$ cat src/verilog/cpw_pkg.sv
// Constants for the complementary modulator with dead time
package cpw_pkg;
  localparam int CPW_VAL_W = 12;
  localparam int CPW_DT_W = 8;
  localparam logic [7:0] CPW_UNLOCK_KEY = 8'h55;
  localparam logic [11:0] CPW_PERIOD_RST = 12'hfff;
  localparam logic [11:0] CPW_DUTY_RST = 12'h000;
  localparam logic [7:0] CPW_DT_RST = 8'h00;
  // Byte select encodings on the write port
  localparam logic [2:0] CPW_SEL_PER_LO = 3'h0;
  localparam logic [2:0] CPW_SEL_PER_HI = 3'h1;
  localparam logic [2:0] CPW_SEL_DUT_LO = 3'h2;
  localparam logic [2:0] CPW_SEL_DUT_HI = 3'h3;
  localparam logic [2:0] CPW_SEL_DEAD = 3'h4;
  localparam logic [2:0] CPW_SEL_UNLOCK = 3'h5;
  typedef enum logic [2:0] {
    CPW_OFF = 3'b001,
    CPW_WAIT = 3'b010,
    CPW_ON = 3'b100
  } cpw_dt_state_t;
endpackage

$ cat src/verilog/cpw_dead_time.sv
// Dead-time delay of one output's rising edge
`timescale 1ns/1ps
module cpw_dead_time import cpw_pkg::*; #(
  parameter int DT_W = CPW_DT_W
) (
  input wire logic sys_clk, // System clock
  input wire logic reset, // Async reset, high
  input wire logic req, // Raw request for this output
  input wire logic other_on, // Other output currently active
  input wire logic [DT_W-1:0] dead, // Dead-time cycles
  output logic on // Delayed active level
);
  cpw_dt_state_t state_r, state_nxt;
  logic [DT_W-1:0] cnt_r, cnt_nxt;

  always_comb begin
    state_nxt = state_r;
    cnt_nxt = cnt_r;
    case (state_r)
      CPW_OFF: begin
        cnt_nxt = '0;
        if (req && !other_on) begin
          if (dead == '0) begin
            state_nxt = CPW_ON;
          end else begin
            state_nxt = CPW_WAIT;
            cnt_nxt = DT_W'(1);
          end
        end
      end
      CPW_WAIT: begin
        if (!req || other_on) begin
          state_nxt = CPW_OFF;
        end else if (cnt_r >= dead) begin
          state_nxt = CPW_ON;
        end else begin
          cnt_nxt = cnt_r + DT_W'(1);
        end
      end
      CPW_ON: begin
        if (!req) begin
          state_nxt = CPW_OFF;
        end
      end
      default: state_nxt = CPW_OFF;
    endcase
  end

  always_ff @(posedge sys_clk or posedge reset) begin
    if (reset) begin
      state_r <= CPW_OFF;
      cnt_r <= '0;
    end else begin
      state_r <= state_nxt;
      cnt_r <= cnt_nxt;
    end
  end

  assign on = (state_r == CPW_ON);
endmodule

$ cat src/verilog/cpw_top.sv
// Complementary modulator with dead time, unlock and overflow flag
`timescale 1ns/1ps
//
// Contract
// - Two complementary outputs from one period/duty
// - Polarity bit selects active high or low
// - Each output has its own enable
// - Both enabled gives complementary pair with dead time
// - Interrupt on every period counter overflow
// - 12-bit values, low then high byte
// - Low byte alone leaves value unchanged
// - Dead time writable only while block disabled
// - Writes need unlock key 0x55 first
module cpw_top import cpw_pkg::*; #(
  parameter int VAL_W = CPW_VAL_W,
  parameter int DT_W = CPW_DT_W
) (
  input wire logic sys_clk, // System clock 50 MHz
  input wire logic reset, // Async reset, high
  input wire logic wr_en, // One-cycle byte write strobe
  input wire logic [2:0] wr_sel, // Target byte select
  input wire logic [7:0] wr_data, // Write byte
  input wire logic modulator_block_enable, // Run counter and outputs
  input wire logic output_polarity_select, // 1 = active low outputs
  input wire logic out_a_enable, // Enable primary output
  input wire logic out_b_enable, // Enable complementary output
  input wire logic irq_enable, // Overflow interrupt enable
  input wire logic irq_clear, // Clear overflow flag pulse
  output logic pwm_out_a, // Primary output
  output logic pwm_out_b, // Complementary output
  output logic ovf_flag, // Sticky overflow flag
  output logic irq, // Interrupt request
  output logic unlocked, // Unlock key held
  output logic [VAL_W-1:0] period_value, // Active period
  output logic [VAL_W-1:0] duty_value, // Active duty
  output logic [DT_W-1:0] dead_time // Active dead time
);
  logic [VAL_W-1:0] period_r, period_nxt, duty_r, duty_nxt;
  logic [7:0] per_lo_r, per_lo_nxt, dut_lo_r, dut_lo_nxt;
  logic [DT_W-1:0] dead_r, dead_nxt;
  logic unlock_r, unlock_nxt;
  logic [VAL_W-1:0] cnt_r, cnt_nxt;
  logic ovf_r, ovf_nxt;
  logic a_r, a_nxt, b_r, b_nxt;
  logic wr_ok, wrap, raw_high, req_a, req_b, on_a, on_b, both;

  function automatic logic [VAL_W-1:0] join_bytes(input logic [7:0] hi, input logic [7:0] lo);
    logic [15:0] w;
    w = {hi, lo};
    return w[VAL_W-1:0];
  endfunction

  ////////////////////////////////////////////////////////////////
  // Register writes
  assign wr_ok = wr_en && unlock_r;

  always_comb begin
    period_nxt = period_r;
    duty_nxt = duty_r;
    per_lo_nxt = per_lo_r;
    dut_lo_nxt = dut_lo_r;
    dead_nxt = dead_r;
    unlock_nxt = unlock_r;
    if (wr_en && wr_sel == CPW_SEL_UNLOCK) begin
      unlock_nxt = (wr_data == CPW_UNLOCK_KEY);
    end
    if (wr_ok) begin
      case (wr_sel)
        CPW_SEL_PER_LO: per_lo_nxt = wr_data;
        CPW_SEL_PER_HI: period_nxt = join_bytes(wr_data, per_lo_r);
        CPW_SEL_DUT_LO: dut_lo_nxt = wr_data;
        CPW_SEL_DUT_HI: duty_nxt = join_bytes(wr_data, dut_lo_r);
        CPW_SEL_DEAD: begin
          if (!modulator_block_enable) begin
            dead_nxt = wr_data[DT_W-1:0];
          end
        end
        default: ;
      endcase
    end
  end

  always_ff @(posedge sys_clk or posedge reset) begin
    if (reset) begin
      period_r <= CPW_PERIOD_RST;
      duty_r <= CPW_DUTY_RST;
      per_lo_r <= 8'h00;
      dut_lo_r <= 8'h00;
      dead_r <= CPW_DT_RST;
      unlock_r <= 1'b0;
    end else begin
      period_r <= period_nxt;
      duty_r <= duty_nxt;
      per_lo_r <= per_lo_nxt;
      dut_lo_r <= dut_lo_nxt;
      dead_r <= dead_nxt;
      unlock_r <= unlock_nxt;
    end
  end

  ////////////////////////////////////////////////////////////////
  // Period counter and overflow flag
  assign wrap = modulator_block_enable && (cnt_r >= period_r);

  always_comb begin
    cnt_nxt = '0;
    if (modulator_block_enable && !wrap) begin
      cnt_nxt = cnt_r + VAL_W'(1);
    end
    ovf_nxt = ovf_r;
    if (irq_clear) begin
      ovf_nxt = 1'b0;
    end
    if (wrap) begin
      ovf_nxt = 1'b1;
    end
  end

  always_ff @(posedge sys_clk or posedge reset) begin
    if (reset) begin
      cnt_r <= '0;
      ovf_r <= 1'b0;
    end else begin
      cnt_r <= cnt_nxt;
      ovf_r <= ovf_nxt;
    end
  end

  ////////////////////////////////////////////////////////////////
  // Output shaping
  assign raw_high = modulator_block_enable && (cnt_r < duty_r);
  assign both = out_a_enable && out_b_enable;
  assign req_a = modulator_block_enable && out_a_enable && raw_high;
  assign req_b = modulator_block_enable && out_b_enable && !raw_high;

  cpw_dead_time #(.DT_W(DT_W)) u_dt_a (
    .sys_clk(sys_clk),
    .reset(reset),
    .req(req_a),
    .other_on(both && on_b),
    .dead(both ? dead_r : '0),
    .on(on_a)
  );

  cpw_dead_time #(.DT_W(DT_W)) u_dt_b (
    .sys_clk(sys_clk),
    .reset(reset),
    .req(req_b),
    .other_on(both && on_a),
    .dead(both ? dead_r : '0),
    .on(on_b)
  );

  always_comb begin
    a_nxt = on_a ^ output_polarity_select;
    b_nxt = on_b ^ output_polarity_select;
  end

  always_ff @(posedge sys_clk or posedge reset) begin
    if (reset) begin
      a_r <= 1'b0;
      b_r <= 1'b0;
    end else begin
      a_r <= a_nxt;
      b_r <= b_nxt;
    end
  end

  assign pwm_out_a = a_r;
  assign pwm_out_b = b_r;
  assign ovf_flag = ovf_r;
  assign irq = ovf_r && irq_enable;
  assign unlocked = unlock_r;
  assign period_value = period_r;
  assign duty_value = duty_r;
  assign dead_time = dead_r;
endmodule
$ cat config.mk
export PLATFORM = sky130hd
export DESIGN_NAME = cpw_top
export DESIGN_NICKNAME = d
export VERILOG_FILES = /design/src/verilog/cpw_pkg.sv /design/src/verilog/cpw_dead_time.sv /design/src/verilog/cpw_top.sv
export SDC_FILE = /design/constraint.sdc
export NUM_CORES = 1
export LEC_CHECK = 0
export ABC_AREA = 1
export BUFFER_PORTS_ARGS = -buffer_cell sky130_fd_sc_hd__buf_2
export CAP_MARGIN = 25
export CORE_ASPECT_RATIO = 1.1
export CORE_MARGIN = 4
export CORE_UTILIZATION = 59
export DETAILED_ROUTE_END_ITERATION = 10
export PLACE_DENSITY = 0.85
export RECOVER_POWER = 50
export SYNTH_ARGS = -nofsm -noshare
export SYNTH_HDL_FRONTEND = slang
export SYNTH_SLANG_ARGS = --single-unit
$ cat constraint.sdc
create_clock -name sys_clk -period 3.95 [get_ports sys_clk]
set_input_delay 0.79 -clock sys_clk [delete_from_list [all_inputs] [get_ports sys_clk]]
set_output_delay 0.79 -clock sys_clk [all_outputs]
set_load 0.1 [all_outputs]
== Word level (Yosys, flattened, before mapping) ==
Cells that the tools add are included.
Operators by class
  bitwise gates (word level): 3
  reduce and logical (&&, ||, !) cells: 37
  magnitude comparators: 4
  $add $sub $neg: 3
  mux-type cells: 24
  eq/ne operators: 22
Operators with widths (count)
  $mux 8: 6
  $pmux 8 s2: 2
  $mux 3: 9
  $pmux 3 s3: 2
  $add 8x1->8 const B: 2
  $ge 8x8->1: 2
  $logic_and 1x1->1: 15
  $reduce_and 3->1: 5
  $add 12x1->12 const B: 1
  $eq 3x2->1 const B: 4
  $eq 3x3->1 const B: 4
  $ge 12x12->1: 1
  $lt 12x12->1: 1
  $mux 12: 1
  $ne 2x2->1 const B: 6
  $eq 3x1->1 const B: 3
  $eq 8x7->1 const B: 1
  $logic_not 8->1: 1
  $reduce_and 2->1: 4
  $logic_not 1->1: 6
  $ne 3x1->1 const B: 2
  $reduce_bool 2->1: 3
  $mux 1: 4
  $ne 2x1->1 const B: 2
  4 further kinds: 6
Word-level totals
  register bits: 86
  word-level logic and storage cells: 107
  output and inout bits: 37

== Longest topological paths before layout ==
Gate-level depths: netlist (run 1).
  word-level depth: 8
  mapped depth: 14
  depth with buffers taken out: 14

== Modules after synthesis ==
Synthesis (run 1) repeated with hierarchy kept, for this count alone.
Unflattened totals
  cell total of the unflattened synthesis: 664
  area, all modules: 5360.1 um2
By module, submodules not included
  cpw_top: cells each 394, times used 1, area an instance 3420.8 um2
  cpw_dead_time: cells each 135, times used 2, area an instance 969.7 um2

== Least setup slack after synthesis (run 1) ==
No wires, ideal clock.
  path kind: reg2out
  start point: register ovf_r (netlist: ovf_flag)
  end point: output port irq
  setup slack: 1.520 ns
  arrival time: 1.640 ns
  path buffers: 0
  cell stages (with the launch flop): 3
  path through: dfrtp_1 > nand2_1 > inv_1
On the way
  cells in the longest elaborated chain, start to end: 1
Ends and longest elaborated chain
  start: declaration: RTL line cpw_top.sv:43  | logic ovf_r, ovf_nxt;
  start signal: assignment: RTL line cpw_top.sv:125  | ovf_r <= ovf_nxt;
  $logic_and 1x1->1: RTL line cpw_top.sv:172  | assign irq = ovf_r && irq_enable;
  end: declaration: RTL line cpw_top.sv:32  | output logic irq,
Every way passes these cells.

==> metrics.txt, run 1 <==
class of the tightest hold or removal check=flip-flop to flip-flop; worst-path maximum fanout=38; beginning of the worst hold path=dut_lo_r[1]$_DFFE_PP0P_; Routed Antenna Nets=0; most area-consuming cells after synthesis=dfrtp_1, nand2_1, ha_1; Row Count=34; count of max-cap constraint violations=1; crit-path max cell delay=about 1.0 ns; total half-perimeter wirelength after legalization and detailed placement=a little under 9000 um; Adder-Cell Fraction of Synth Area=0.107; FFs w/ async S/R, synth=1.00; crit path cell chain=clkbuf_1 > clkinvlp_2 > clkbuf_1; Hold Slack=approximately 0.5 ns; Synth top area share=0.368; number of diodes=0; violated checks=max-capacitance violations, max-slew violations; Clock Pin Slew Worst Setup and Hold Paths=~0.09 ns; Register Area=about 2200 um^2; Mapped Avg Cell Area=around 8 um^2; main combinational cell family by area after synthesis=simple AND/OR/NAND/NOR gates; vias in the first global route=between 4000 and 5000; clock tree from TritonCTS=yes; clock latency of the later-clocked register in the worst-skew pair=about 0.36 ns; commonest cells after routing, fill and taps aside=nand2_1, inv_1, dfrtp_1; final setup TNS=0 ns; flop and latch count out of synthesis=86; area of the mapped netlist=around 5000 um^2; Synthesized Nets=665; average wire length per cell after detail routing=about 15 um; proportion of layout cells with a drive suffix above 1=0.160; yosys synthesis warning count=0; Unique masters post-synth=34; reg2reg setup slack=1.74 ns; Worst R2R Start=period_value[7]$_DFFE_PP1P_; f_max=between 0.3 and 0.4 GHz; Starting DRT DRC Count=approximately 150; cell with the most instances on the worst path=clkbuf_1; final cell utilization of the core=0.682; number of detailed-routing iterations run before antenna repair=6; placeable core region=roughly 8000 um^2; period utilization=0.662; critical path start-end classification=primary input to asynchronous set/reset pin; total number of H-tree levels=3; remaining routing DRC violations=0; hold depth=2; Routability Congestion=~0.91; actual slew at the worst max-slew pin=~1.6 ns; Final Instance Area=5460 um^2; Endpoint, Worst Hold=dut_lo_r[1]$_DFFE_PP0P_; number of standard cells in the layout, taps in and fillers out=between 700 and 800; CTS Sinks=86; net count reported at finish=about 730; buffers added on ports=between 50 and 60; unrepaired setup endpoints after global routing=no; effective utilization at floorplan=0.612; root cell of the clock tree=clkbuf_8; signal arrival time at the worst endpoint=2.87 ns; post-synthesis to final-layout area growth=11.4%; Filler Cell Count=670; CTS Buf Count=9; number of instances in the synthesized netlist=between 600 and 700; buffer count from post-CTS setup fixing=0; relative slew slack=-0.0911; per-cell via count in the routed design=around 5.5; Vert. Die Dim=just over 100 um; master of the slowest instance on the critical path=clkbuf_1; Layout Skew=0.0128 ns; WP data required=4.20 ns; total of cells resized after clock tree synthesis=0; cell area after placement=roughly 5300 um^2; number of placed cells counting well taps=761; post-synthesis mux area share=0.00460; maximum number of pins on one net before global-route repair=39; die width=between 90 and 100 um; Top FF cell, synth=dfrtp_1; Max IR drop VDD=0.162 mV; Final Slew Violations=39; number of antenna violations at the first check in global routing=0; total number of vias=roughly 4200; Remaining Overflow, GRT=0; global-route usage over all layers=0.240; PwrDens=approximately 350 nW/um^2; wire length of the first global-routing pass=between 15000 and 20000 um; type of destination of the critical path=asynchronous set/reset pin; Die ar.=between 9000 and 10000 um^2; Post-Synth XOR/XNOR Area=0.0232; Simple-Gate Fraction of Synth Area=0.267; end of the worst register-to-register path=cnt_r[2]$_DFF_PP0_; Worst Reg2Reg Path Length in Cells=7; share of the yosys chip area belonging to registers=0.443; post-detailed-routing wire length=about 11000 um; worst-case clock buffer depth=2; number of flops mapped to enable cells by yosys=0; number of hold-repair buffers added at the cts stage=0; min cycle time layout=between 2 and 3 ns; cell accounting for the most synthesized area=dfrtp_1; leakage=roughly 2.9 nW; Final Hold Fails=0; area taken by multi-input logic gates=between 2000 and 2500 um^2; top-level I/O count=57; compound-cell area share of the yosys netlist=0.0884; outcome=finished, violations left; setup violation total in the final timing report=0; startpoint class of the critical path=primary input; most frequent standard cell in the layout excluding fill and tap cells=nand2_1
## routing by layer
| metal | GRT usage | routed length (um) | up-vias |
|---|---|---|---|
| li1 | - | - | 2080 |
| met1 | 0.304 | 4830 | 2036 |
| met3 | 0.0428 | 577 | 19 |
| met2 | 0.406 | 5620 | 114 |
| met4 | 0.0845 | 246 | 0 |
| met5 | 0 | 0 | - |
## worst max-delay path by stage
stage	cells after the start	slack [ns]	startpoint	endpoint
finish	3	1.34	reset	u_dt_b.cnt_r[1]$_DFFE_PP0P_
global route	3	0.83	reset	duty_value[8]$_DFFE_PP0P_
CTS	14	1.65	out_a_enable	u_dt_a.cnt_r[5]$_DFFE_PP0P_
detailed placement	14	1.28	out_a_enable	u_dt_a.cnt_r[5]$_DFFE_PP0P_
global placement	14	1.41	out_b_enable	u_dt_a.cnt_r[6]$_DFFE_PP0P_
floorplan	1	0.96	reset	cnt_r[0]$_DFF_PP0_
## cell families after synthesis
family                   Yosys count
flip-flops                        86
AO/OA/AOI/OAI                     84
XOR/XNOR                          13
AND/OR/NAND/NOR                  289
multiplexers                       2
adder cells (fa/ha/maj)           42
buffers and inverters             87
## final cells by class
cell class                      count  share of cell area
Clock inverter                      6             0.00848
Inverter                           79              0.0546
Clock buffer                       10              0.0234
Timing Repair Buffer               58              0.0521
Tap cell                          108              0.0248
Multi-Input combinational cell    430               0.439
Sequential cell                    86               0.398
## power breakdown
part,internal [mW],total [mW],switching (mW)
Clock,0.233,0.573,0.340
Combinational,0.0861,0.368,0.282
Sequential,0.922,0.948,0.0264
## sequential cells by signal, summed over array words and instances, names as in the netlist, 3 cells and up
signal	flops
u_dt_a.state_r	3
dut_lo_r	8
per_lo_r	8
u_dt_a.cnt_r	8
u_dt_b.state_r	3
cnt_r	12
duty_value	12
dead_time	8
u_dt_b.cnt_r	8
period_value	12
## Yosys cell counts, types with 3 or more instances
cell        n
a21oi_1    33
clkbuf_1    7
dfrtp_1    72
dfstp_2    14
ha_1       42
inv_1      76
inv_2       3
nand2_1   157
nand2_2     4
nand2_4     3
nand3_1    37
nand4_1    11
nor2_1     53
nor2_2      5
nor3_1      7
o21ai_0    43
xnor2_1     3
xor2_1     10
## through the flow
step	setup WS [ns]	total power [mW]
after floorplan	0.961	1.25
after global placement	1.41	1.32
after detailed placement	1.28	1.33
after CTS	1.65	1.90
after global routing	0.833	1.97
final	1.34	1.89
## worst max-delay path: cells and delay by family
| family | cells | cell delay [ns] |
|---|---|---|
| buffers and inverters | 3 | 2.06 |
Note: power is estimated with default switching activity, not from simulation.
==> run 2, diff against run 1 <==
--- a/config.mk
+++ b/config.mk
@@ -5,14 +5,14 @@
 export SDC_FILE = /design/constraint.sdc
 export NUM_CORES = 1
 export LEC_CHECK = 0
-export ABC_AREA = 1
+export ABC_AREA = 0
 export BUFFER_PORTS_ARGS = -buffer_cell sky130_fd_sc_hd__buf_2
 export CAP_MARGIN = 25
 export CORE_ASPECT_RATIO = 1.1
 export CORE_MARGIN = 4
-export CORE_UTILIZATION = 59
+export CORE_UTILIZATION = 53
 export DETAILED_ROUTE_END_ITERATION = 10
-export PLACE_DENSITY = 0.85
+export PLACE_DENSITY = 0.8
 export RECOVER_POWER = 50
 export SYNTH_ARGS = -nofsm -noshare
 export SYNTH_HDL_FRONTEND = slang
==> constraint.sdc (replaced) <==
create_clock -name sys_clk -period 2.14 [get_ports sys_clk]
set_input_delay 0.428 -clock sys_clk [delete_from_list [all_inputs] [get_ports sys_clk]]
set_output_delay 0.428 -clock sys_clk [all_outputs]
set_load 0.1 [all_outputs]
==> metrics.txt, run 2 <==
outcome=finished, violations left; violated checks=negative setup slack; total number of H-tree levels=3 (unchanged); Placement Setup Slack=-0.345 ns (-1.62 ns); root cell of the clock tree=clkbuf_8; Hold Slack=0.275 ns (-0.219 ns); Routed Antenna Nets=0 (unchanged); WP data required=2.38 ns (-1.82 ns); number of detailed-routing iterations run before antenna repair=4 (-2); leakage=3.14 nW (+7.4%); Starting DRT DRC Count=219 (+44%); vias in the first global route=4266 (+3.4%); total half-perimeter wirelength after legalization and detailed placement=9570 um (+11%); number of placed cells counting well taps=696 (-8.5%); PwrDens=488 nW/um^2 (+41%); f_max=0.424 GHz; Synth top area share=0.367 (-0.00122); min cycle time layout=around 2.4 ns; average wire length per cell after detail routing=19.3 um (+33%); number of standard cells in the layout, taps in and fillers out=725 (-6.7%); most frequent cells after synthesis=dfrtp_1, nand2_1, ha_1; worst-case clock buffer depth=2 (unchanged); cell area after placement=6090 um^2 (+15%); Clock Pin Slew Worst Setup and Hold Paths=0.09 ns (about the same); proportion of layout cells with a drive suffix above 1=0.483 (+0.323); final cell utilization of the core=0.741 (+0.0585); Final Slew Violations=0 (-100%); actual slew at the worst max-slew pin=1.17 ns (-0.456 ns); Vert. Die Dim=109 um (+5.2%); post-detailed-routing wire length=14000 um (+24%); reg2reg setup slack=-0.22 ns (-1.96 ns); Synthesized Nets=546 (-18%); setup violation total in the final timing report=17 (+17); global-route usage over all layers=0.249 (+0.00934); most numerous cell in the Yosys netlist=dfrtp_1; Mapped Avg Cell Area=10.2 um^2 (+25%); number of instances in the synthesized netlist=484 (-20%); wire length of the first global-routing pass=21100 um (+12%); CTS Sinks=86 (unchanged); Final Worst Setup Slack=-0.220 ns (-1.56 ns); critical path start-end classification=flip-flop to flip-flop; maximum number of pins on one net before global-route repair=87 (+120%); Routability Congestion=0.848 (-6.8%); Filler Cell Count=583 (-13%); CTS Buf Count=9 (unchanged); per-cell via count in the routed design=5.94 (+8.6%); signal arrival time at the worst endpoint=2.60 ns (-0.27 ns); number of hold-repair buffers added at the cts stage=0 (unchanged); Top FF cell, synth=dfrtp_1; clock tree from TritonCTS=yes; Final Hold Fails=0 (unchanged); number of flops mapped to enable cells by yosys=0 (unchanged); FFs w/ async S/R, synth=1.00 (unchanged); unrepaired setup endpoints after global routing=yes; Die ar.=10900 um^2 (+11%); remaining routing DRC violations=0 (unchanged); effective utilization at floorplan=0.548 (-0.0642); most area-consuming cells after synthesis=dfrtp_1, ha_1, mux2_2; type of destination of the critical path=flip-flop; placeable core region=8960 um^2 (+12%); number of diodes=0 (unchanged); area of the mapped netlist=4910 um^2 (+0.33%); flop and latch count out of synthesis=86 (unchanged); total power consumption of the routed design=3.24 mW (+71%); relative slew slack=0.219 (+0.310); Row Count=36 (+5.9%); final setup TNS=-1.61 ns (-1.61 ns); worst-path maximum fanout=6 (-84%); buffers added on ports=56 (unchanged); number of antenna violations at the first check in global routing=0 (unchanged); count of max-cap constraint violations=0 (-1); Remaining Overflow, GRT=0 (unchanged); Final Instance Area=6640 um^2 (+22%); Max IR drop VDD=0.306 mV (+89%); class of the tightest hold or removal check=primary input to flip-flop; yosys synthesis warning count=0 (unchanged); total number of vias=4305 (+1.3%); startpoint class of the critical path=flip-flop; period utilization=1.10; top-level I/O count=57 (unchanged); die width=99.8 um (+5.2%); post-synthesis to final-layout area growth=35.1%; share of the yosys chip area belonging to registers=0.441 (-0.00147); Layout Skew=0.00621 ns (-0.00662 ns); commonest cells after routing, fill and taps aside=buf_4, buf_2, dfrtp_1; net count reported at finish=668 (-8.0%); cell accounting for the most synthesized area=dfrtp_1; Unique masters post-synth=62 (+82%); clock latency of the later-clocked register in the worst-skew pair=0.35 ns (about the same)
[run 2: what timing repair did]
action / in CTS / in global routing
pin swaps: 13 / 35
gates cloned: 0 / 1
resized for setup: 15 / 56
setup buffers: 4 / 9
setup endpoints to repair: 16 / 34
[run 2: cells by family (layout without fill, tap and decap cells)]
logic type / Yosys count / count (layout) / share of synthesized area
AO/OA/AOI/OAI: 93 / 93 / 0.129
XOR/XNOR: 12 / 12 / 0.0214
adder cells (fa/ha/maj): 42 / 42 / 0.107
buffers and inverters: 52 / 179 / 0.0410
flip-flops: 86 / 86 / 0.441
multiplexers: 39 / 39 / 0.0888
AND/OR/NAND/NOR: 160 / 160 / 0.172
[run 2: cell type report]
cell class	count	area, um^2	area share
multi-input combinational	346	3030	0.456
timing repair buffer	123	837	0.126
clock inverter	6	72.6	0.0109
clock buffer	10	128	0.0192
sequential	86	2270	0.343
tap	114	143	0.0215
inverter	40	159	0.0239
[run 2: path summary, 6_finish.rpt]
path | start | end | cells past startpoint
hold / removal | output_polarity_select | pwm_out_b$_DFF_PP0_ | 2
setup reg to reg | duty_value[2]$_DFFE_PP0P_ | u_dt_b.cnt_r[3]$_DFFE_PP0P_ | 11
min in group asynchronous | reset | duty_value[5]$_DFFE_PP0P_ | 3
hold reg to reg | per_lo_r[5]$_DFFE_PP0P_ | period_value[5]$_DFFE_PP1P_ | 2
max in group asynchronous | reset | duty_value[10]$_DFFE_PP0P_ | 3
setup / recovery | duty_value[2]$_DFFE_PP0P_ | u_dt_b.cnt_r[3]$_DFFE_PP0P_ | 11
[run 2: metal layers]
metal | share of wire | track usage | up-vias
li1 | - | - | 1983
met1 | 0.39 | 0.305 | 2119
met2 | 0.52 | 0.428 | 172
met3 | 0.057 | 0.0499 | 31
met4 | 0.029 | 0.103 | 0
met5 | 0 | 0 | -
[run 2: critical path, stage by stage, from the launching register on]
cell and delay [ns]:
dfrtp_4 0.50, inv_4 0.07, ha_4 0.21, a21oi_4 0.21
o21ai_4 0.10, a221o_1 0.42, a21oi_4 0.22, buf_12 0.15
buf_8 0.11, buf_6 0.09, nor4_4 0.03, mux2i_1 0.13
[run 2: power breakdown]
part | leakage (nW) | switching, mW | internal (mW)
Sequential | 1.10 | 0.0231 | 1.65
Combinational | 1.94 | 0.252 | 0.139
Clock | 0.0966 | 0.627 | 0.549
Total | 3.14 | 0.901 | 2.34
==> run 3, diff against run 2 <==
--- a/config.mk
+++ b/config.mk
@@ -12,6 +12,7 @@
 export CORE_MARGIN = 4
 export CORE_UTILIZATION = 53
 export DETAILED_ROUTE_END_ITERATION = 10
+export MAX_ROUTING_LAYER = met4
 export PLACE_DENSITY = 0.8
 export RECOVER_POWER = 50
 export SYNTH_ARGS = -nofsm -noshare
==> metrics.txt, run 3 (synthesis results as in run 2) <==
relative slew slack=0.214 (-0.00537); critical path start-end classification=flip-flop to flip-flop; vias in the first global route=4262 (-0.094%); number of diodes=0 (unchanged); number of hold-repair buffers added at the cts stage=0 (unchanged); Die ar.=10900 um^2 (unchanged); number of placed cells counting well taps=696 (unchanged); Register Area=2270 um^2 (unchanged); startpoint class of the critical path=flip-flop; post-detailed-routing wire length=14200 um (+1.5%); post-synthesis to final-layout area growth=35.4%; class of the tightest hold or removal check=primary input to flip-flop; Clock Pin Slew Worst Setup and Hold Paths=0.09 ns (about the same); worst-path maximum fanout=6 (unchanged); Worst R2R Start=duty_value[2]$_DFFE_PP0P_; CTS Buf Count=9 (unchanged); total number of vias=4364 (+1.4%); number of standard cells in the layout, taps in and fillers out=725 (unchanged); number of antenna violations at the first check in global routing=0 (unchanged); unrepaired setup endpoints after global routing=yes; commonest cells after routing, fill and taps aside=buf_2, buf_4, dfrtp_1; most frequent standard cell in the layout excluding fill and tap cells=buf_2; outcome=finished, violations left; Vert. Die Dim=109 um (unchanged); violated checks=negative setup slack; period utilization=1.09 (-0.0170); type of destination of the critical path=flip-flop; Starting DRT DRC Count=198 (-9.6%); area taken by multi-input logic gates=3030 um^2 (+0.17%); remaining routing DRC violations=0 (unchanged); Final Hold Fails=0 (unchanged); actual slew at the worst max-slew pin=1.18 ns (+0.00806 ns); worst-case clock buffer depth=2 (unchanged); root cell of the clock tree=clkbuf_8; net count reported at finish=668 (unchanged); clock tree from TritonCTS=yes; f_max=0.430 GHz (+1.6%); Max IR drop VDD=0.324 mV (+5.8%); setup violation total in the final timing report=17 (unchanged); Remaining Overflow, GRT=0 (unchanged); average wire length per cell after detail routing=19.6 um (+1.5%); total half-perimeter wirelength after legalization and detailed placement=9570 um (unchanged); die width=99.8 um (unchanged); effective utilization at floorplan=0.548 (unchanged); clock latency of the later-clocked register in the worst-skew pair=0.35 ns (about the same); signal arrival time at the worst endpoint=2.56 ns (-0.04 ns); Final Slew Violations=0 (unchanged); worst setup path start=duty_value[2]$_DFFE_PP0P_; CTS Sinks=86 (unchanged); top-level I/O count=57 (unchanged); global-route usage over all layers=0.256 (+0.00701); maximum number of pins on one net before global-route repair=87 (unchanged); leakage=3.15 nW (+0.15%); per-cell via count in the routed design=6.02 (+1.4%); final setup TNS=-1.31 ns (+0.303 ns); buffers added on ports=56 (unchanged); proportion of layout cells with a drive suffix above 1=0.486 (+0.00327); Row Count=36 (unchanged); count of max-cap constraint violations=0 (unchanged); beginning of the worst hold path=output_polarity_select; Hold Slack=0.277 ns (+0.00219 ns); Routed Antenna Nets=0 (unchanged); PwrDens=488 nW/um^2 (about the same); Routability Congestion=0.861 (+1.6%); min cycle time layout=2.32 ns (-0.0363 ns); number of detailed-routing iterations run before antenna repair=7 (+3); Final Worst Setup Slack=-0.184 ns (+0.0363 ns); placeable core region=8960 um^2 (unchanged); WP data required=2.38 ns (about the same); Filler Cell Count=577 (-1.0%); total number of H-tree levels=3 (unchanged); wire length of the first global-routing pass=21100 um (unchanged); Layout Skew=0.00725 ns (+0.00104 ns); Placement Setup Slack=-0.345 ns (unchanged)
-- run 3: cell count changes in the layout (fill, tap and decap cells not counted), sizes merged --
| cell | change |
|---|---|
| clkbuf | -2 |
| buf | +2 |
-- run 3: worst max-delay path, cell delays in order (launching register included) --
cell and delay (ns):
dfrtp_4 0.50, inv_4 0.07, ha_4 0.22, a21oi_4 0.19
o21ai_4 0.08, a221o_1 0.41, a21oi_4 0.22, buf_12 0.15
buf_8 0.11, buf_6 0.09, nor4_4 0.03, mux2i_1 0.12
-- run 3: metal layers --
metal	vias to the layer above	GRT usage	wire length [um]
li1	1983	-	-
met1	2142	0.307	5400
met2	192	0.430	7350
met3	47	0.0454	841
met4	0	0.100	606
met5	-	-	0
-- run 3: power by group --
| part | internal, mW | switching (mW) |
|---|---|---|
| registers | 1.65 | 0.0236 |
| clock network | 0.549 | 0.626 |
| logic | 0.143 | 0.254 |
| total | 2.34 | 0.904 |
-- run 3: area by class of cell --
type	instances	area share
clock inverter	6	0.0109
inverter	40	0.0239
timing repair buffer	123	0.127
tap	114	0.0214
sequential	86	0.342
multi-input combinational	346	0.456
clock buffer	10	0.0192
-- run 3: stage by stage --
step           cell area, um^2  utilization  power, mW
2_1_floorplan             5320            -       1.90
5_1_grt                   6650        0.742       3.36
4_1_cts                   6400        0.714       3.20
3_3_place_gp              6090        0.679       2.01
3_5_place_dp              6090        0.679       2.02
6_report                  6650        0.742       3.25
-- run 3: path summary, 6_finish.rpt --
kind	to	slack (ns)	cells after the start
setup / recovery	u_dt_b.cnt_r[3]$_DFFE_PP0P_	-0.18	11
hold / removal	pwm_out_b$_DFF_PP0_	0.28	2
setup reg to reg	u_dt_b.cnt_r[3]$_DFFE_PP0P_	-0.18	11
hold reg to reg	dut_lo_r[2]$_DFFE_PP0P_	0.51	1
max in group asynchronous	duty_value[8]$_DFFE_PP0P_	0.76	3
min in group asynchronous	duty_value[5]$_DFFE_PP0P_	0.48	3
-- run 3: repair_timing --
item                       CTS  global route
gates cloned                 0             1
pin swaps                   13            40
gates resized for setup     15            58
setup endpoints to repair   16            34
buffers inserted             4             9
